===== src/hdl/ecit_regs.svh =====
// register offsets, field positions, reset values and timing counts
`ifndef ECIT_REGS_SVH
`define ECIT_REGS_SVH

// ==========================================================
// register byte addresses
`define ECIT_ADDR_MODE 8'h00
`define ECIT_ADDR_FALL 8'h04
`define ECIT_ADDR_RISE 8'h08
`define ECIT_ADDR_CKSTOP 8'h0c
`define ECIT_ADDR_PORT 8'h10
`define ECIT_ADDR_IRQ 8'h14

// ==========================================================
// mode control fields
`define ECIT_MODE_OVERFLOW_HIGH_FLAG 7
`define ECIT_MODE_OVERFLOW_LOW_FLAG 6
`define ECIT_MODE_OVERFLOW_IRQ_ENABLE 5
`define ECIT_MODE_IEDGE 4
`define ECIT_MODE_CCLR_HI 3
`define ECIT_MODE_CCLR_LO 2
`define ECIT_MODE_CKS_HI 1
`define ECIT_MODE_CKS_LO 0
`define ECIT_MODE_RESET 8'h00

// ==========================================================
// other fields and reset values
`define ECIT_CKSTOP_TIMER 3
`define ECIT_CKSTOP_RESET 8'hff
`define ECIT_PORT_PIN_SEL 0
`define ECIT_PORT_NCS 1
`define ECIT_IRQ_FLAG 0
`define ECIT_IRQ_EN 1
`define ECIT_CNT_RESET 8'h00
`define ECIT_CNT_MAX 8'hff

// ==========================================================
// filter and dividers
`define ECIT_FILT_STAGES 5
`define ECIT_PRESC_W 6
`define ECIT_DIV64_BIT 5
`define ECIT_DIV32_BIT 4
`define ECIT_DIV2_BIT 0
`define ECIT_WDIV4_BIT 1

`endif


===== src/hdl/ecit_pkg.sv =====
// types shared by the edge capture interval timer
package ecit_pkg;

    // ======================================================
    // count clock choice
    typedef enum logic [1:0] {
        ECIT_CKS_DIV64 = 2'h0,
        ECIT_CKS_DIV32 = 2'h1,
        ECIT_CKS_DIV2 = 2'h2,
        ECIT_CKS_WATCH4 = 2'h3
    } ecit_cks_t;

    // ======================================================
    // counter clear choice
    typedef enum logic [1:0] {
        ECIT_CLR_NEVER = 2'h0,
        ECIT_CLR_FALL = 2'h1,
        ECIT_CLR_RISE = 2'h2,
        ECIT_CLR_BOTH = 2'h3
    } ecit_clr_t;

    // ======================================================
    // bus responses
    typedef enum logic [1:0] {
        ECIT_RESP_OKAY = 2'h0,
        ECIT_RESP_DECERR = 2'h3
    } ecit_resp_t;

endpackage


===== src/hdl/ecit_top.sv =====
// edge capture interval timer with axi4-lite register access
`timescale 1ns/1ps
`default_nettype none
`include "ecit_regs.svh"

module ecit_top (
    // clock and reset
    input wire logic i_clk_sys,
    input wire logic i_rst_n,
    // external pins
    input wire logic i_capture_pin,
    input wire logic i_watch_clk,
    // interrupt request
    output logic o_timer_irq,
    // axi4-lite write address
    input wire logic i_s_axi_awvalid,
    output logic o_s_axi_awready,
    input wire logic [7:0] i_s_axi_awaddr,
    // axi4-lite write data
    input wire logic i_s_axi_wvalid,
    output logic o_s_axi_wready,
    input wire logic [31:0] i_s_axi_wdata,
    input wire logic [3:0] i_s_axi_wstrb,
    // axi4-lite write response
    output logic o_s_axi_bvalid,
    input wire logic i_s_axi_bready,
    output ecit_pkg::ecit_resp_t o_s_axi_bresp,
    // axi4-lite read address
    input wire logic i_s_axi_arvalid,
    output logic o_s_axi_arready,
    input wire logic [7:0] i_s_axi_araddr,
    // axi4-lite read data
    output logic o_s_axi_rvalid,
    input wire logic i_s_axi_rready,
    output logic [31:0] o_s_axi_rdata,
    output ecit_pkg::ecit_resp_t o_s_axi_rresp
);
    import ecit_pkg::*;

    function automatic logic addr_mapped(input logic [7:0] a);
        addr_mapped = (a == `ECIT_ADDR_MODE) || (a == `ECIT_ADDR_FALL) ||
            (a == `ECIT_ADDR_RISE) || (a == `ECIT_ADDR_CKSTOP) ||
            (a == `ECIT_ADDR_PORT) || (a == `ECIT_ADDR_IRQ);
    endfunction

    // registers
    logic [5:0] mode_ctrl;
    logic overflow_high_flag;
    logic overflow_low_flag;
    logic overflow_high_flag_armed;
    logic overflow_low_flag_armed;
    logic [7:0] module_clock_stop;
    logic capture_pin_select;
    logic noise_filter_select;
    logic timer_irq_request_flag;
    logic timer_irq_enable;
    logic [7:0] capture_counter;
    logic [7:0] rise_capture_value;
    logic [7:0] fall_capture_value;

    // bus state
    logic aw_got;
    logic [7:0] aw_addr;
    logic w_got;
    logic [31:0] w_data;
    logic [3:0] w_strb;
    logic aw_fire;
    logic w_fire;
    logic do_write;
    logic [7:0] wr_addr;
    logic [31:0] wr_data;
    logic wr_lane0;
    logic do_read;
    logic [31:0] rd_word;

    // timing
    logic [`ECIT_PRESC_W-1:0] presc;
    logic watch_s1;
    logic watch_s2;
    logic watch_prev;
    logic [1:0] watch_div;
    logic sel_level;
    logic prev_level;
    logic count_tick;
    logic sample_tick;
    logic timer_run;

    // capture path
    logic pin_s1;
    logic pin_s2;
    logic pin_gated;
    logic [`ECIT_FILT_STAGES-1:0] filt_sh;
    logic filt_out;
    logic filt_init;
    logic cap_sig;
    logic cap_prev;
    logic rise_edge;
    logic fall_edge;
    logic clr_hit;
    logic irq_edge;
    logic ovf_event;
    logic set_overflow_high_flag;
    logic set_overflow_low_flag;
    logic clr_overflow_high_flag;
    logic clr_overflow_low_flag;

    ecit_cks_t cks;
    ecit_clr_t cclr;

    assign cks = ecit_cks_t'(mode_ctrl[`ECIT_MODE_CKS_HI:`ECIT_MODE_CKS_LO]);
    assign cclr = ecit_clr_t'(mode_ctrl[`ECIT_MODE_CCLR_HI:`ECIT_MODE_CCLR_LO]);
    assign timer_run = module_clock_stop[`ECIT_CKSTOP_TIMER];

    // ======================================================
    // axi4-lite write channel
    assign o_s_axi_awready = !aw_got && !o_s_axi_bvalid;
    assign o_s_axi_wready = !w_got && !o_s_axi_bvalid;
    assign aw_fire = i_s_axi_awvalid && o_s_axi_awready;
    assign w_fire = i_s_axi_wvalid && o_s_axi_wready;
    assign do_write = (aw_got || aw_fire) && (w_got || w_fire);
    assign wr_addr = aw_got ? aw_addr : i_s_axi_awaddr;
    assign wr_data = w_got ? w_data : i_s_axi_wdata;
    assign wr_lane0 = do_write && (w_got ? w_strb[0] : i_s_axi_wstrb[0]);

    always_ff @(posedge i_clk_sys or negedge i_rst_n) begin
        if (!i_rst_n) begin
            aw_got <= 1'b0;
            aw_addr <= 8'h00;
            w_got <= 1'b0;
            w_data <= 32'h0000_0000;
            w_strb <= 4'h0;
        end else if (do_write) begin
            aw_got <= 1'b0;
            w_got <= 1'b0;
        end else begin
            if (aw_fire) begin
                aw_got <= 1'b1;
                aw_addr <= i_s_axi_awaddr;
            end
            if (w_fire) begin
                w_got <= 1'b1;
                w_data <= i_s_axi_wdata;
                w_strb <= i_s_axi_wstrb;
            end
        end
    end

    always_ff @(posedge i_clk_sys or negedge i_rst_n) begin
        if (!i_rst_n) begin
            o_s_axi_bvalid <= 1'b0;
            o_s_axi_bresp <= ECIT_RESP_OKAY;
        end else if (do_write) begin
            o_s_axi_bvalid <= 1'b1;
            o_s_axi_bresp <= addr_mapped(wr_addr) ? ECIT_RESP_OKAY :
                ECIT_RESP_DECERR;
        end else if (i_s_axi_bready) begin
            o_s_axi_bvalid <= 1'b0;
        end
    end

    // ======================================================
    // axi4-lite read channel
    assign o_s_axi_arready = !o_s_axi_rvalid;
    assign do_read = i_s_axi_arvalid && o_s_axi_arready;

    always_comb begin
        rd_word = 32'h0000_0000;
        unique case (i_s_axi_araddr)
            `ECIT_ADDR_MODE: begin
                rd_word[7:0] = {overflow_high_flag, overflow_low_flag,
                    mode_ctrl};
            end
            `ECIT_ADDR_FALL: rd_word[7:0] = fall_capture_value;
            `ECIT_ADDR_RISE: rd_word[7:0] = rise_capture_value;
            `ECIT_ADDR_CKSTOP: rd_word[7:0] = module_clock_stop;
            `ECIT_ADDR_PORT: begin
                rd_word[`ECIT_PORT_PIN_SEL] = capture_pin_select;
                rd_word[`ECIT_PORT_NCS] = noise_filter_select;
            end
            `ECIT_ADDR_IRQ: begin
                rd_word[`ECIT_IRQ_FLAG] = timer_irq_request_flag;
                rd_word[`ECIT_IRQ_EN] = timer_irq_enable;
            end
            default: rd_word = 32'h0000_0000;
        endcase
    end

    always_ff @(posedge i_clk_sys or negedge i_rst_n) begin
        if (!i_rst_n) begin
            o_s_axi_rvalid <= 1'b0;
            o_s_axi_rdata <= 32'h0000_0000;
            o_s_axi_rresp <= ECIT_RESP_OKAY;
        end else if (do_read) begin
            o_s_axi_rvalid <= 1'b1;
            o_s_axi_rdata <= rd_word;
            o_s_axi_rresp <= addr_mapped(i_s_axi_araddr) ? ECIT_RESP_OKAY :
                ECIT_RESP_DECERR;
        end else if (i_s_axi_rready) begin
            o_s_axi_rvalid <= 1'b0;
        end
    end

    // ======================================================
    // control registers
    always_ff @(posedge i_clk_sys or negedge i_rst_n) begin
        if (!i_rst_n) begin
            mode_ctrl <= 6'(`ECIT_MODE_RESET);
            module_clock_stop <= `ECIT_CKSTOP_RESET;
            capture_pin_select <= 1'b0;
            noise_filter_select <= 1'b0;
            timer_irq_enable <= 1'b0;
        end else if (wr_lane0) begin
            unique case (wr_addr)
                `ECIT_ADDR_MODE: mode_ctrl <= wr_data[5:0];
                `ECIT_ADDR_CKSTOP: module_clock_stop <= wr_data[7:0];
                `ECIT_ADDR_PORT: begin
                    capture_pin_select <= wr_data[`ECIT_PORT_PIN_SEL];
                    noise_filter_select <= wr_data[`ECIT_PORT_NCS];
                end
                `ECIT_ADDR_IRQ: timer_irq_enable <= wr_data[`ECIT_IRQ_EN];
                default: ;
            endcase
        end
    end

    // ======================================================
    // overflow flags: read as 1 arms, write 0 clears, set wins
    assign clr_overflow_high_flag = wr_lane0 && (wr_addr == `ECIT_ADDR_MODE) &&
        !wr_data[`ECIT_MODE_OVERFLOW_HIGH_FLAG] && overflow_high_flag_armed;
    assign clr_overflow_low_flag = wr_lane0 && (wr_addr == `ECIT_ADDR_MODE) &&
        !wr_data[`ECIT_MODE_OVERFLOW_LOW_FLAG] && overflow_low_flag_armed;

    always_ff @(posedge i_clk_sys or negedge i_rst_n) begin
        if (!i_rst_n) begin
            overflow_high_flag <= 1'b0;
            overflow_high_flag_armed <= 1'b0;
        end else if (set_overflow_high_flag) begin
            overflow_high_flag <= 1'b1;
        end else if (clr_overflow_high_flag) begin
            overflow_high_flag <= 1'b0;
            overflow_high_flag_armed <= 1'b0;
        end else if (do_read && i_s_axi_araddr == `ECIT_ADDR_MODE &&
            overflow_high_flag) begin
            overflow_high_flag_armed <= 1'b1;
        end
    end

    always_ff @(posedge i_clk_sys or negedge i_rst_n) begin
        if (!i_rst_n) begin
            overflow_low_flag <= 1'b0;
            overflow_low_flag_armed <= 1'b0;
        end else if (set_overflow_low_flag) begin
            overflow_low_flag <= 1'b1;
        end else if (clr_overflow_low_flag) begin
            overflow_low_flag <= 1'b0;
            overflow_low_flag_armed <= 1'b0;
        end else if (do_read && i_s_axi_araddr == `ECIT_ADDR_MODE &&
            overflow_low_flag) begin
            overflow_low_flag_armed <= 1'b1;
        end
    end

    // ======================================================
    // timer irq flag: write 0 clears, set wins
    always_ff @(posedge i_clk_sys or negedge i_rst_n) begin
        if (!i_rst_n) begin
            timer_irq_request_flag <= 1'b0;
        end else if (irq_edge || (ovf_event && mode_ctrl[`ECIT_MODE_OVERFLOW_IRQ_ENABLE]))
        begin
            timer_irq_request_flag <= 1'b1;
        end else if (wr_lane0 && wr_addr == `ECIT_ADDR_IRQ &&
            !wr_data[`ECIT_IRQ_FLAG]) begin
            timer_irq_request_flag <= 1'b0;
        end
    end

    assign o_timer_irq = timer_irq_request_flag && timer_irq_enable;

    // ======================================================
    // count clock generation
    always_ff @(posedge i_clk_sys or negedge i_rst_n) begin
        if (!i_rst_n) begin
            presc <= '0;
        end else begin
            presc <= presc + 1'b1;
        end
    end

    // watch clock synchroniser and divide by four
    always_ff @(posedge i_clk_sys or negedge i_rst_n) begin
        if (!i_rst_n) begin
            watch_s1 <= 1'b0;
            watch_s2 <= 1'b0;
            watch_prev <= 1'b0;
            watch_div <= 2'h0;
        end else begin
            watch_s1 <= i_watch_clk;
            watch_s2 <= watch_s1;
            watch_prev <= watch_s2;
            if (watch_s2 && !watch_prev) begin
                watch_div <= watch_div + 2'h1;
            end
        end
    end

    always_comb begin
        unique case (cks)
            ECIT_CKS_DIV64: sel_level = presc[`ECIT_DIV64_BIT];
            ECIT_CKS_DIV32: sel_level = presc[`ECIT_DIV32_BIT];
            ECIT_CKS_DIV2: sel_level = presc[`ECIT_DIV2_BIT];
            ECIT_CKS_WATCH4: sel_level = watch_div[`ECIT_WDIV4_BIT];
        endcase
    end

    always_ff @(posedge i_clk_sys or negedge i_rst_n) begin
        if (!i_rst_n) begin
            prev_level <= 1'b0;
        end else begin
            prev_level <= sel_level;
        end
    end

    // count on falling edge, sample filter on rising edge
    assign count_tick = timer_run && prev_level && !sel_level;
    assign sample_tick = timer_run && !prev_level && sel_level;

    // ======================================================
    // capture pin synchroniser and noise filter
    always_ff @(posedge i_clk_sys or negedge i_rst_n) begin
        if (!i_rst_n) begin
            pin_s1 <= 1'b0;
            pin_s2 <= 1'b0;
        end else begin
            pin_s1 <= i_capture_pin;
            pin_s2 <= pin_s1;
        end
    end

    // pin reads low when not selected as capture input
    assign pin_gated = pin_s2 && capture_pin_select;

    always_ff @(posedge i_clk_sys or negedge i_rst_n) begin
        if (!i_rst_n) begin
            filt_sh <= '1;
            filt_out <= 1'b0;
            filt_init <= 1'b0;
        end else if (noise_filter_select ? sample_tick : timer_run) begin
            filt_sh <= {filt_sh[`ECIT_FILT_STAGES-2:0], pin_gated};
            if (filt_sh == '0) begin
                filt_out <= 1'b0;
                filt_init <= 1'b1;
            end else if (filt_sh == '1 && filt_init) begin
                filt_out <= 1'b1;
            end
        end
    end

    // switching the source may itself look like an edge
    assign cap_sig = noise_filter_select ? filt_out : pin_gated;

    always_ff @(posedge i_clk_sys or negedge i_rst_n) begin
        if (!i_rst_n) begin
            cap_prev <= 1'b0;
        end else if (timer_run) begin
            cap_prev <= cap_sig;
        end
    end

    assign rise_edge = timer_run && capture_pin_select &&
        cap_sig && !cap_prev;
    assign fall_edge = timer_run && capture_pin_select &&
        !cap_sig && cap_prev;
    assign irq_edge = mode_ctrl[`ECIT_MODE_IEDGE] ? fall_edge :
        rise_edge;

    always_comb begin
        unique case (cclr)
            ECIT_CLR_NEVER: clr_hit = 1'b0;
            ECIT_CLR_FALL: clr_hit = fall_edge;
            ECIT_CLR_RISE: clr_hit = rise_edge;
            ECIT_CLR_BOTH: clr_hit = rise_edge || fall_edge;
        endcase
    end

    // ======================================================
    // counter, overflow and capture
    assign ovf_event = count_tick && !clr_hit &&
        capture_counter == `ECIT_CNT_MAX;
    assign set_overflow_high_flag = ovf_event && capture_pin_select && cap_sig;
    assign set_overflow_low_flag = ovf_event &&
        !(capture_pin_select && cap_sig);

    // counter has no bus access
    always_ff @(posedge i_clk_sys or negedge i_rst_n) begin
        if (!i_rst_n) begin
            capture_counter <= `ECIT_CNT_RESET;
        end else if (clr_hit) begin
            capture_counter <= `ECIT_CNT_RESET;
        end else if (count_tick) begin
            capture_counter <= capture_counter + 8'h01;
        end
    end

    always_ff @(posedge i_clk_sys or negedge i_rst_n) begin
        if (!i_rst_n) begin
            rise_capture_value <= `ECIT_CNT_RESET;
            fall_capture_value <= `ECIT_CNT_RESET;
        end else begin
            if (rise_edge) begin
                rise_capture_value <= capture_counter;
            end
            if (fall_edge) begin
                fall_capture_value <= capture_counter;
            end
        end
    end

endmodule
`default_nettype wire


===== config.mk =====
export PLATFORM = sky130hd
export DESIGN_NAME = ecit_top
export DESIGN_NICKNAME = d
export VERILOG_FILES = /design/src/hdl/ecit_pkg.sv /design/src/hdl/ecit_top.sv
export VERILOG_INCLUDE_DIRS = /design/src /design/src/hdl
export SDC_FILE = /design/constraint.sdc
export NUM_CORES = 1
export LEC_CHECK = 0
export BUFFER_PORTS_ARGS = -buffer_cell sky130_fd_sc_hd__buf_2
export CORE_MARGIN = 2
export CORE_UTILIZATION = 54
export CTS_CLUSTER_DIAMETER = 50
export CTS_CLUSTER_SIZE = 10
export DETAILED_ROUTE_END_ITERATION = 8
export PLACE_DENSITY = 0.86
export SYNTH_ARGS = -nofsm -noshare
export SYNTH_HDL_FRONTEND = slang
export SYNTH_SLANG_ARGS = --single-unit

===== constraint.sdc =====
create_clock -name i_clk_sys -period 2.55 [get_ports i_clk_sys]
set_input_delay 0.51 -clock i_clk_sys [delete_from_list [all_inputs] [get_ports i_clk_sys]]
set_output_delay 0.51 -clock i_clk_sys [all_outputs]
set_load 0.02 [all_outputs]

Yosys cells after proc, flatten, opt, wreduce, memory -nomap -nowiden
Cells that the tools add are included.
Operators by class
  $add $sub $neg: 3
  eq/ne operators: 18
  mux-type cells: 34
  bitwise gates (word level): 3
  reduce and logical (&&, ||, !) cells: 91
Operators by type and width (number)
  $logic_and 1x1->1: 37
  $eq 8x4->1 const B: 4
  $eq 8x5->1 const B: 4
  $mux 8: 4
  $mux 1: 24
  $pmux 6 s4: 1
  $reduce_bool 2->1: 11
  $reduce_and 2->1: 10
  $eq 8x3->1 const B: 2
  $logic_not 8->1: 2
  $logic_not 1->1: 14
  $logic_or 1x1->1: 14
  $pmux 2 s6: 1
  $add 8x1->8 const B: 1
  $eq 2x2->1 const B: 4
  $eq 8x8->1 const B: 1
  $pmux 1 s4: 2
  $add 6x1->6 const B: 1
  $eq 5x5->1 const B: 1
  $logic_not 5->1: 1
  $eq 2x1->1 const B: 2
  $logic_not 2->1: 2
  $mux 2: 2
  $not 1->1: 3
  $add 2x1->2 const B: 1
Word-level totals
  flip-flop bits (word level): 101
  input port bits: 61
  output and inout bits: 42
  logic and storage cells: 184

Depth between registers and ports, before layout
Gate-level depths: netlist of the first run.
  depth in word-level cells: 14
  gate-level depth with buffers: 7
  gate-level depth less buffers: 5

Worst setup path after synthesis of the first run
No wires, ideal clock.
  path type: reg-to-reg
  from: reg o_s_axi_bvalid
  to: reg module_clock_stop[0]
  library setup time: 0.082 ns
  arrival time: 1.961 ns
  required time: 2.468 ns
  slack: 0.506 ns
  cell stages (with the launch flop): 6
  path buffers: 0
  period minus slack after synthesis: 2.044 ns
  cell sequence: dfrtp_1 and2b_2 o22ai_4 or3_4 nor3b_4 mux2_2
On the way
  longest elaborated chain between the ends: 7
  elaborated cells between the ends (all ways): 10
  classes of those cells: reduce/logical (10)
Ends and longest elaborated chain
  from (decl): RTL line ecit_top.sv:25  | output logic o_s_axi_bvalid,
  from (signal assigned): RTL line ecit_top.sv:150  | o_s_axi_bvalid <= 1'b0;
  from (signal assigned): RTL line ecit_top.sv:153  | o_s_axi_bvalid <= 1'b1;
  from (signal assigned): RTL line ecit_top.sv:157  | o_s_axi_bvalid <= 1'b0;
  $logic_not 1->1 (*): RTL line ecit_top.sv:116, ecit_top.sv:117
  $logic_and 1x1->1, on equally long branches: RTL line ecit_top.sv:116, ecit_top.sv:117
  $logic_and 1x1->1, on equally long branches: RTL line ecit_top.sv:118, ecit_top.sv:119
  $logic_or 1x1->1: RTL line ecit_top.sv:120  | assign do_write = (aw_got || aw_fire) && (w_got || w_fire);
  $logic_and 1x1->1 (*): RTL line ecit_top.sv:120
  $logic_and 1x1->1 (*): RTL line ecit_top.sv:123  | assign wr_lane0 = do_write && (w_got ? w_strb[0] : i_s_axi_wstrb[0]);
  $reduce_and 2->1 (no source line) (*)
  to (signal assigned): RTL line ecit_top.sv:208  | module_clock_stop <= `ECIT_CKSTOP_RESET;
  to (signal assigned): RTL line ecit_top.sv:215  | `ECIT_ADDR_CKSTOP: module_clock_stop <= wr_data[7:0];
  to (decl): RTL line ecit_top.sv:52  | logic [7:0] module_clock_stop;
Every way passes the cells marked *; elsewhere a longest branch is shown, timed or not.
A chain may end at the register's enable or synchronous reset.

Final worst setup path of the first run
  from: reg aw_got
  to: reg overflow_high_flag_armed
On the way
  longest elaborated chain between the ends: 11
  elaborated cells between the ends (all ways): 14
  classes of those cells: mux (2); reduce/logical (12)
Ends and longest elaborated chain
  from (decl): RTL line ecit_top.sv:62  | logic aw_got;
  from (signal assigned): RTL line ecit_top.sv:127  | aw_got <= 1'b0;
  from (signal assigned): RTL line ecit_top.sv:133  | aw_got <= 1'b0;
  from (signal assigned): RTL line ecit_top.sv:137  | aw_got <= 1'b1;
  $logic_not 1->1: RTL line ecit_top.sv:116  | assign o_s_axi_awready = !aw_got && !o_s_axi_bvalid;
  $logic_and 1x1->1: RTL line ecit_top.sv:116
  $logic_and 1x1->1: RTL line ecit_top.sv:118  | assign aw_fire = i_s_axi_awvalid && o_s_axi_awready;
  $logic_or 1x1->1: RTL line ecit_top.sv:120
  $logic_and 1x1->1: RTL line ecit_top.sv:120
  $logic_and 1x1->1: RTL line ecit_top.sv:123
  $logic_and 1x1->1 (*) (3 in a row): RTL line ecit_top.sv:228  | assign clr_overflow_high_flag = wr_lane0 && (wr_addr == `ECIT_ADDR_MODE) &&
  $reduce_bool 2->1 (no source line)
  $reduce_and 2->1 (no source line)
  to (signal assigned): RTL line ecit_top.sv:236  | overflow_high_flag_armed <= 1'b0;
  to (signal assigned): RTL line ecit_top.sv:241  | overflow_high_flag_armed <= 1'b0;
  to (signal assigned): RTL line ecit_top.sv:244  | overflow_high_flag_armed <= 1'b1;
  to (decl): RTL line ecit_top.sv:50  | logic overflow_high_flag_armed;
Marks and branches as above.

==> run_results.csv, run 1 <==
group,metric,value,unit
layout,final_common_cell,"dfrtp_1",
timing,timing.slew.headroom,56.1,%
setup_path,crit_path_top_delay_cell,"dfrtp_1",
floorplanning,pin_count,103,
clock_network,clock_latency,0.36,ns
run,drv_cap,0,
floorplanning,start_util,54.7,%
global_routing,antenna_found_initial,0,
timing,whs,0.151,ns
global_routing,grt_max_degree,46,
layout,layout_common_cells,"dfrtp_1 (86), mux2_2 (64), buf_2 (50), conb_1 (24), nand2_1 (21)",
pwr,vdd.ir_drop.worst,298,uV
pwr,internal-power,2.66,mW
logic_synthesis,dominantRegCellSynth,"dfrtp_1",
global_routing,grt_pass1_wl,15000,um
clock_network,cts_made_buffers,9,
detailed_routing,drcViolationCount,0,
floorplanning,dieWidth,97.3,um
timing,final-setup-viol-count,0,
timing,rsz0062_at_grt,"false",
global_routing,grt_use_total,19.7,%
timing,worstMarginPinSlew,0.657,ns
layout,final_nets,485,
setup_path,crit_path_max_incr_delay,0.62,ns
placed_design,postPlaceCellArea,0.00501,sq mm
placed_design,hpwl,6500,um
setup_path,critical_path_required,2.78,ns
pwr,power_density,748,mW/mm^2
clock_network,ctsHoldBuffers,0,
setup_path,crit_path_start_kind,"flip-flop",
pwr,pwr-share-comb,22.2,%
clock_network,cts_resized,0,
floorplanning,coreArea,0.00859,sq mm
detailed_routing,num_vias,3017,
setup_path,path_max_fanout,11,
global_routing,grt_pass1_vias,3107,
setup_path,worstPathCellList,"nor4b_1, a22o_1, nand4b_2, o31ai_1, o41ai_1",
clock_network,cts_tree,"yes",
detailed_routing,final_antenna_net_count,0,
logic_synthesis,synthTopCellsByArea,"dfrtp_1 (46%), mux2_2 (15%), dfstp_2 (7.3%), buf_4 (4.3%), mux4_2 (3.8%)",
pwr,p_sw_share,31.5,%
logic_synthesis,synthDistinctLibCells,55,
detailed_routing,routed_wl,8900,um
worst_hold_path,hold_class,"in2async",
clock_network,htreeDepth,3,
timing,slew_viol_final,0,
detailed_routing,wl_per_cell,16.6,um
pwr,p_leak,2.40,nW
pwr,clkPwrFrac,24.9,%
timing,fin_ws,0.335,ns
logic_synthesis,ys_seq_area_share,53.0,%
logic_synthesis,ys_ff_latch,99,
logic_synthesis,synth_edf_count,0,
timing,fin_worst_skew,0.0175,ns
layout,syn2layout_area_growth,10.5,%
detailed_routing,drt_iter0_drc,84,
timing,fin_crit_sh,86.8,%
setup_path,cpLargestDelayFamily,"compound AO/OA/AOI/OAI gates",
placed_design,preCtsSetupSlack,0.333,ns
floorplanning,die_area,0.00948,sq mm
clock_network,cts-root-buf,"clkbuf_8",
setup_path,cp-end-kind,"flip-flop",
placed_design,numPortBuffers,51,
layout,n_antenna_cell,0,
detailed_routing,avgViaCountPerCell,5.64,
layout,drive_above_1_share,40.3,%
clock_network,clk_pin_slew,0.11,ns
outcome,status,"completed",
timing,hold_viol_final,0,
detailed_routing,drtPass1Iterations,4,
logic_synthesis,async_flop_share,100,%
pwr,sequentialPowerShare,52.9,%
setup_path,cp.arrival,2.45,ns
clock_network,post_cts_buffers,0,
timing,fmax,452,MHz
layout,fin_area,0.00520,sq mm
setup_path,cp.buffers_inverters,0,
logic_synthesis,syn_area_per_cell,12.8,sq um
layout,fin_util,60.5,%
global_routing,grt_overflow,0,
floorplanning,row_count,34,
pwr,power_switching,1.22,mW
setup_path,crit_type,"reg2reg",
clock_network,clockBufferDepth,2,
logic_synthesis,syn_area,0.00470,sq mm
placed_design,gp_congestion,0.785,
clock_network,clock_sinks,99,
logic_synthesis,yosys.area.top_type,"dfrtp_1",
logic_synthesis,syn_inst,367,
timing,tns,0,ns
floorplanning,die_height,97.3,um
timing,period_minus_slack,2.21,ns
logic_synthesis,yosys_warnings,0,
logic_synthesis,synthDominantCellAreaShare,45.7,%
## area by class of cell
class,count,area [sq um]
inverters,8,30.0
well taps,108,135
multi-input cells,246,2020
flip-flops and latches,99,2490
repair buffers,58,323
clock buffers,10,138
fillers,648,3390
clock inverters,6,55.1
## synthesized netlist by cell type, types with 6 or more instances
| cell | number |
|---|---|
| clkbuf_1 | 8 |
| mux2_2 | 64 |
| mux2i_1 | 6 |
| xor2_1 | 7 |
| nand2_1 | 21 |
| nor3_1 | 9 |
| buf_4 | 27 |
| dfrtp_1 | 86 |
| mux4_2 | 8 |
| dfstp_2 | 13 |
| o21ai_0 | 12 |
| nand3_1 | 7 |
| inv_1 | 8 |
| nor2_1 | 18 |
## logic make-up (layout without fill, tap and decap cells)
| group | Yosys count | in the layout | share of synthesized area (%) |
|---|---|---|---|
| simple gates | 93 | 93 | 12.0 |
| fa+ha+maj | 2 | 2 | 0.532 |
| other cells | 1 | 24 | 0.0797 |
| mux | 79 | 79 | 21.0 |
| buf+inv | 45 | 82 | 5.80 |
| compound gates | 36 | 36 | 5.32 |
| flops | 99 | 99 | 53.0 |
| xor+xnor | 12 | 12 | 2.23 |
## worst reg2reg max path: cells and delay by family (launching register included)
family           cells  cell delay, ns
AO/OA/AOI/OAI        3            0.80
AND/OR/NAND/NOR      2            0.67
flip-flops           1            0.62
## registers in the layout, indices dropped and copies added, names as in the netlist, 2 cells and up
name	flops
aw_addr	8
capture_counter	8
fall_capture_value	8
filt_sh	5
mode_ctrl	6
module_clock_stop	8
o_s_axi_rdata	8
presc	6
rise_capture_value	8
w_data	8
watch_div	2
## power groups by stage
stage               clock network [mW]  logic, mW  registers (mW)
floorplan                            0      0.686            2.02
global placement                     0      0.819            2.05
detailed placement                   0      0.867            2.08
CTS                              0.994      0.871            2.05
global route                      1.05      0.931            2.09
finish                           0.968      0.865            2.06
## per-layer routing
metal / track usage [%] / part of all wire, %
met1: 26.3 / 44
met2: 32.4 / 50
met3: 4.53 / 4.2
met4: 6.20 / 1.4
met5: 0 / 0
## per-stage QoR
step           total power [mW]  cells
6_report                   3.89    535
5_1_grt                    4.07    535
4_1_cts                    3.92    535
3_5_place_dp               2.95    519
3_3_place_gp               2.87    519
2_1_floorplan              2.70    390
## final timing paths
kind | from | to | slack (ns) | cells past startpoint
setup / recovery | aw_got$_DFFE_PN0P_ | overflow_high_flag_armed$_DFFE_PN0P_ | 0.34 | 5
hold / removal | i_rst_n | rise_capture_value[5]$_DFFE_PN0P_ | 0.15 | 1
setup reg to reg | aw_got$_DFFE_PN0P_ | overflow_high_flag_armed$_DFFE_PN0P_ | 0.34 | 5
hold reg to reg | watch_s1$_DFF_PN0_ | watch_s2$_DFF_PN0_ | 0.36 | 0
max in group asynchronous | i_rst_n | module_clock_stop[1]$_DFFE_PN1P_ | 1.65 | 2
min in group i_clk_sys | i_watch_clk | watch_s1$_DFF_PN0_ | 0.26 | 1
Power figures use the tool's default switching activity.
==> run 2, diff against run 1 <==
--- a/config.mk
+++ b/config.mk
@@ -8,11 +8,11 @@
 export LEC_CHECK = 0
 export BUFFER_PORTS_ARGS = -buffer_cell sky130_fd_sc_hd__buf_2
 export CORE_MARGIN = 2
-export CORE_UTILIZATION = 54
+export CORE_UTILIZATION = 59
 export CTS_CLUSTER_DIAMETER = 50
 export CTS_CLUSTER_SIZE = 10
 export DETAILED_ROUTE_END_ITERATION = 8
-export PLACE_DENSITY = 0.86
+export PLACE_DENSITY = 0.93
 export SYNTH_ARGS = -nofsm -noshare
 export SYNTH_HDL_FRONTEND = slang
 export SYNTH_SLANG_ARGS = --single-unit
==> constraint.sdc (replaced) <==
create_clock -name i_clk_sys -period 2.7 [get_ports i_clk_sys]
set_input_delay 0.54 -clock i_clk_sys [delete_from_list [all_inputs] [get_ports i_clk_sys]]
set_output_delay 0.54 -clock i_clk_sys [all_outputs]
set_load 0.02 [all_outputs]
==> run 2 against run 1 <==
  * Combinational power fell by 5.2%
  * Setup slack got worse by 0.030 ns
  * Final cell count fell by 1.3%
  * Sequential cell count did not move
  * Routed wire length fell by 0.89%
  * Sequential share of layout area rose by 0.10 points
==> run_results.csv, run 2 (synthesized netlist as in run 1, its figures left out) <==
group,metric,value,unit
floorplanning,start_util,60.9,%
pwr,power_density,714,mW/mm^2
detailed_routing,final_antenna_net_count,0,
clock_network,cts_tree,"yes",
timing,fin_worst_skew,0.0170,ns
timing,fin_ws,0.305,ns
clock_network,post_cts_buffers,0,
timing,final-setup-viol-count,0,
worst_hold_path,hold_class,"in2async",
outcome,status,"completed",
run,drv_cap,0,
clock_network,cts-root-buf,"clkbuf_8",
layout,n_antenna_cell,0,
setup_path,path_max_fanout,11,
global_routing,grt_max_degree,47,
detailed_routing,avgViaCountPerCell,5.73,
setup_path,crit_end,"capture_pin_select$_DFFE_PN0P_",
pwr,sequentialPowerShare,52.2,%
clock_network,ctsHoldBuffers,0,
pwr,vdd.ir_drop.worst,356,uV
setup_path,reg2reg_slack,0.31,ns
pwr,p_total,3.71,mW
pwr,clkPwrFrac,25.7,%
layout,final_nets,484,
timing,period_minus_slack,2.39,ns
setup_path,r2r_end,"capture_pin_select$_DFFE_PN0P_",
layout,layout_common_cells,"dfrtp_1 (86), mux2_2 (64), buf_2 (50), conb_1 (24), nand2_1 (21)",
clock_network,cts_made_buffers,9,
pwr,p_leak,2.39,nW
layout,multi_input_area,0.00202,sq mm
floorplanning,die_height,93.3,um
detailed_routing,drt_iter0_drc,179,
pwr,internal-power,2.59,mW
clock_network,cts_resized,0,
detailed_routing,num_vias,3024,
setup_path,critical_path_required,2.97,ns
clock_network,clk_pin_slew,0.10,ns
timing,timing.slew.headroom,55.5,%
floorplanning,coreArea,0.00773,sq mm
timing,worstMarginPinSlew,0.650,ns
placed_design,hpwl,6430,um
layout,fillCellCount,533,
clock_network,clock_sinks,99,
setup_path,crit_type,"reg2reg",
timing,fmax,418,MHz
timing,fin_crit_sh,88.7,%
detailed_routing,routed_wl,8820,um
clock_network,clockBufferDepth,2,
detailed_routing,wl_per_cell,16.7,um
clock_network,clock_latency,0.37,ns
global_routing,grt_use_total,21.9,%
global_routing,antenna_found_initial,0,
layout,seq_area,0.00249,sq mm
setup_path,crit_path_start_kind,"flip-flop",
setup_path,cp-startpoint,"aw_got$_DFFE_PN0P_",
timing,whs,0.0599,ns
placed_design,preCtsSetupSlack,0.375,ns
floorplanning,dieWidth,93.3,um
timing,rsz0062_at_grt,"false",
placed_design,numPortBuffers,51,
layout,final_common_cell,"dfrtp_1",
setup_path,reg2reg_depth,5,
setup_path,r2r-start,"aw_got$_DFFE_PN0P_",
placed_design,gp_congestion,0.853,
layout,fin_area,0.00519,sq mm
layout,syn2layout_area_growth,10.3,%
detailed_routing,drtPass1Iterations,5,
pwr,pwr-share-comb,22.1,%
global_routing,grt_overflow,0,
global_routing,grt_pass1_vias,3041,
layout,drive_above_1_share,39.7,%
detailed_routing,drcViolationCount,0,
setup_path,cp-end-kind,"flip-flop",
timing,hold_viol_final,0,
clock_network,htreeDepth,3,
floorplanning,pin_count,103,
floorplanning,die_area,0.00870,sq mm
floorplanning,row_count,32,
setup_path,cp.arrival,2.66,ns
pwr,power_switching,1.11,mW
timing,tns,0,ns
pwr,p_sw_share,30.1,%
global_routing,grt_pass1_wl,14600,um
placed_design,postPlaceCellArea,0.00499,sq mm
timing,slew_viol_final,0,
## run 2: power by group through the flow
stage / clock network [mW] / logic [mW] / registers, mW
after global routing: 1.02 / 0.890 / 1.96
after floorplan: 0 / 0.648 / 1.90
after global placement: 0 / 0.779 / 1.94
final: 0.951 / 0.820 / 1.94
after CTS: 0.957 / 0.826 / 1.93
after detailed placement: 0 / 0.819 / 1.96
## run 2: cell type report
| class | count | area share (%) |
|---|---|---|
| repair buffers | 57 | 6.08 |
| multi-input cells | 246 | 39.0 |
| clock inverters | 4 | 0.989 |
| clock buffers | 12 | 2.80 |
| inverters | 8 | 0.579 |
| flip-flops and latches | 99 | 48.1 |
| well taps | 102 | 2.46 |
## run 2: critical path, cell delays in order (launching register included)
cell and delay (ns):
dfrtp_1 0.55, nor3_1 0.43, nand3b_1 0.14, a21o_1 0.24
nor4b_1 0.52, mux2_2 0.41
## run 2: how the worst min path moves through the flow
stage                  startpoint                endpoint  slack (ns)  cells after the start
3_3_place_gp   watch_s1$_DFF_PN0_      watch_s2$_DFF_PN0_        0.34                      0
6_report                  i_rst_n   w_data[1]$_DFFE_PN0P_        0.06                      1
2_1_floorplan             i_rst_n  aw_addr[0]$_DFFE_PN0P_        0.24                      0
4_1_cts                   i_rst_n   w_data[1]$_DFFE_PN0P_        0.07                      1
3_5_place_dp   watch_s1$_DFF_PN0_      watch_s2$_DFF_PN0_        0.33                      0
5_1_grt                   i_rst_n        pin_s1$_DFF_PN0_        0.07                      1
## run 2: through the flow
stage          utilization [%]  std cells
6_report                  67.1        528
2_1_floorplan                -        390
4_1_cts                   67.1        528
3_5_place_dp              64.6        512
3_3_place_gp              64.6        512
5_1_grt                   67.1        528
## run 2: metal layers
metal | share of wire, % | vias to the layer above | track usage [%]
met5 | 0 | - | 0
met4 | 2.3 | 0 | 9.93
met3 | 5.0 | 22 | 3.79
met2 | 50 | 106 | 36.7
met1 | 42 | 1515 | 28.1
li1 | - | 1381 | -
==> run 3, diff against run 2 <==
--- a/config.mk
+++ b/config.mk
@@ -13,6 +13,8 @@
 export CTS_CLUSTER_SIZE = 10
 export DETAILED_ROUTE_END_ITERATION = 8
 export PLACE_DENSITY = 0.93
+export RECOVER_POWER = 50
+export REMOVE_ABC_BUFFERS = 1
 export SYNTH_ARGS = -nofsm -noshare
 export SYNTH_HDL_FRONTEND = slang
 export SYNTH_SLANG_ARGS = --single-unit
==> run 3 against run 2 <==
  * Clock power increased by 16%
  * Sequential cell count unchanged
  * Sequential power about the same
  * Worst hold slack improved by 0.22 ns
  * Setup slack improved by 0.13 ns
  * Non-clock buffer count decreased by 1
  * Die area unchanged
  * Core utilization increased by 0.36 points
  * Clock skew decreased by 0.0060 ns
  * First-iteration DRC count decreased by 19%
==> run_results.csv, run 3 (synthesized netlist as in run 1, its figures left out) <==
group,metric,value,unit
setup_path,crit_type,"reg2reg",
clock_network,ctsHoldBuffers,0,
layout,final_common_cell,"dfrtp_1",
setup_path,path_max_fanout,11,
clock_network,clock_sinks,99,
worst_hold_path,min_path_cells,1,
layout,n_antenna_cell,0,
global_routing,grt_pass1_vias,3141,
timing,final-setup-viol-count,0,
detailed_routing,num_vias,3055,
detailed_routing,final_antenna_net_count,0,
setup_path,r2r-start,"aw_got$_DFFE_PN0P_",
layout,drive_above_1_share,39.5,%
floorplanning,dieWidth,93.3,um
clock_network,htreeDepth,3,
floorplanning,coreArea,0.00773,sq mm
setup_path,crit_path_max_incr_delay,0.56,ns
timing,hold_viol_final,0,
global_routing,antenna_found_initial,0,
timing,period_minus_slack,2.26,ns
setup_path,crit_path_top_delay_cell,"dfrtp_1",
setup_path,cp-startpoint,"aw_got$_DFFE_PN0P_",
clock_network,clock_latency,0.36,ns
timing,rsz0062_at_grt,"false",
detailed_routing,drtPass1Iterations,4,
setup_path,reg2reg_slack,0.44,ns
setup_path,cp.arrival,2.51,ns
floorplanning,start_util,60.9,%
outcome,status,"completed",
timing,tns,0,ns
floorplanning,die_height,93.3,um
setup_path,worstPathCellList,"nor3_1, nand3b_1, a21o_1, nor4b_1, mux2_2",
layout,syn2layout_area_growth,10.9,%
setup_path,cp-end-kind,"flip-flop",
floorplanning,die_area,0.00870,sq mm
layout,layout_common_cells,"dfrtp_1 (86), mux2_2 (64), buf_2 (50), conb_1 (24), nand2_1 (21)",
run,drv_cap,0,
global_routing,grt_use_total,22.1,%
detailed_routing,avgViaCountPerCell,5.80,
detailed_routing,dr_wl_met2,4710,um
clock_network,cts_made_buffers,9,
global_routing,grt_max_degree,56,
detailed_routing,drt_iter0_drc,145,
floorplanning,pin_count,103,
detailed_routing,wl_per_cell,17.1,um
timing,slew_viol_final,0,
clock_network,clk_pin_slew,0.09,ns
worst_hold_path,min_to,"watch_s1$_DFF_PN0_",
setup_path,r2r_end,"capture_pin_select$_DFFE_PN0P_",
timing,fin_worst_skew,0.0110,ns
timing,fmax,442,MHz
detailed_routing,drcViolationCount,0,
detailed_routing,met1_length,3650,um
worst_hold_path,min-delay-start,"i_watch_clk",
layout,final_nets,483,
detailed_routing,routed_wl,9000,um
placed_design,numPortBuffers,51,
pwr,vdd.ir_drop.worst,468,uV
detailed_routing,top_layer_used,"met4",
placed_design,gp_congestion,0.831,
setup_path,reg2reg_depth,5,
pwr,power_density,742,mW/mm^2
timing,timing.slew.headroom,24.9,%
pwr,p_total,3.87,mW
clock_network,cts-root-buf,"clkbuf_8",
clock_network,cts_tree,"yes",
clock_network,clockBufferDepth,2,
setup_path,critical_path_required,2.95,ns
global_routing,grt_overflow,0,
setup_path,crit_path_start_kind,"flip-flop",
timing,worstMarginPinSlew,1.13,ns
worst_hold_path,hold_class,"in2reg",
clock_network,cts_resized,0,
global_routing,grt_pass1_wl,14800,um
pwr,p_leak,2.40,nW
timing,fin_crit_sh,83.7,%
clock_network,post_cts_buffers,0,
floorplanning,row_count,32,
placed_design,hpwl,6430,um
detailed_routing,wl_met3,401,um
run 3: worst max-delay path by stage:
| stage | endpoint | slack, ns | cells after the start |
|---|---|---|---|
| after detailed placement | module_clock_stop[4]$_DFFE_PN1P_ | 0.42 | 6 |
| after floorplan | module_clock_stop[0]$_DFFE_PN1P_ | 0.65 | 5 |
| final | capture_pin_select$_DFFE_PN0P_ | 0.44 | 5 |
| after global routing | overflow_low_flag_armed$_DFFE_PN0P_ | 0.29 | 5 |
| after CTS | capture_pin_select$_DFFE_PN0P_ | 0.46 | 5 |
| after global placement | module_clock_stop[6]$_DFFE_PN1P_ | 0.46 | 6 |
run 3: metal layers:
layer	vias to the layer above	track usage [%]
met2	112	38.5
met4	0	11.9
met3	25	3.38
met5	-	0
met1	1538	26.2
li1	1380	-
run 3: final cells by class:
type                       count  area, sq um
clock inverter                 5          103
inverter                       8         30.0
sequential                    99         2490
timing repair buffer          56          305
clock buffer                  11          131
multi-input combinational    246         2020
tap                          102          128
fill                         528         2510
run 3: metrics by stage:
step / cells / hold slack (ns) / setup slack [ns] / instance area [sq um] / utilization, %
2_1_floorplan: 353 / 0.244 / 0.646 / 4550 / -
3_3_place_gp: 511 / 0.337 / 0.464 / 4980 / 64.5
3_5_place_dp: 511 / 0.339 / 0.424 / 4980 / 64.5
4_1_cts: 527 / 0.175 / 0.463 / 5220 / 67.5
5_1_grt: 527 / 0.272 / 0.287 / 5220 / 67.5
6_report: 527 / 0.281 / 0.439 / 5220 / 67.5
run 3: critical path, delay by kind of cell, from the launching register on:
kind / cells / cell delay (ns)
muxes: 1 / 0.40
AOI/OAI and AO/OA: 1 / 0.25
DFF: 1 / 0.56
and+or+nand+nor: 3 / 0.94
run 3: power breakdown:
part | switching (mW) | internal, mW | total [mW] | leakage, nW
clock | 0.489 | 0.615 | 1.10 | 0.114
sequential | 0.215 | 1.73 | 1.95 | 1.23
combinational | 0.413 | 0.404 | 0.816 | 1.05
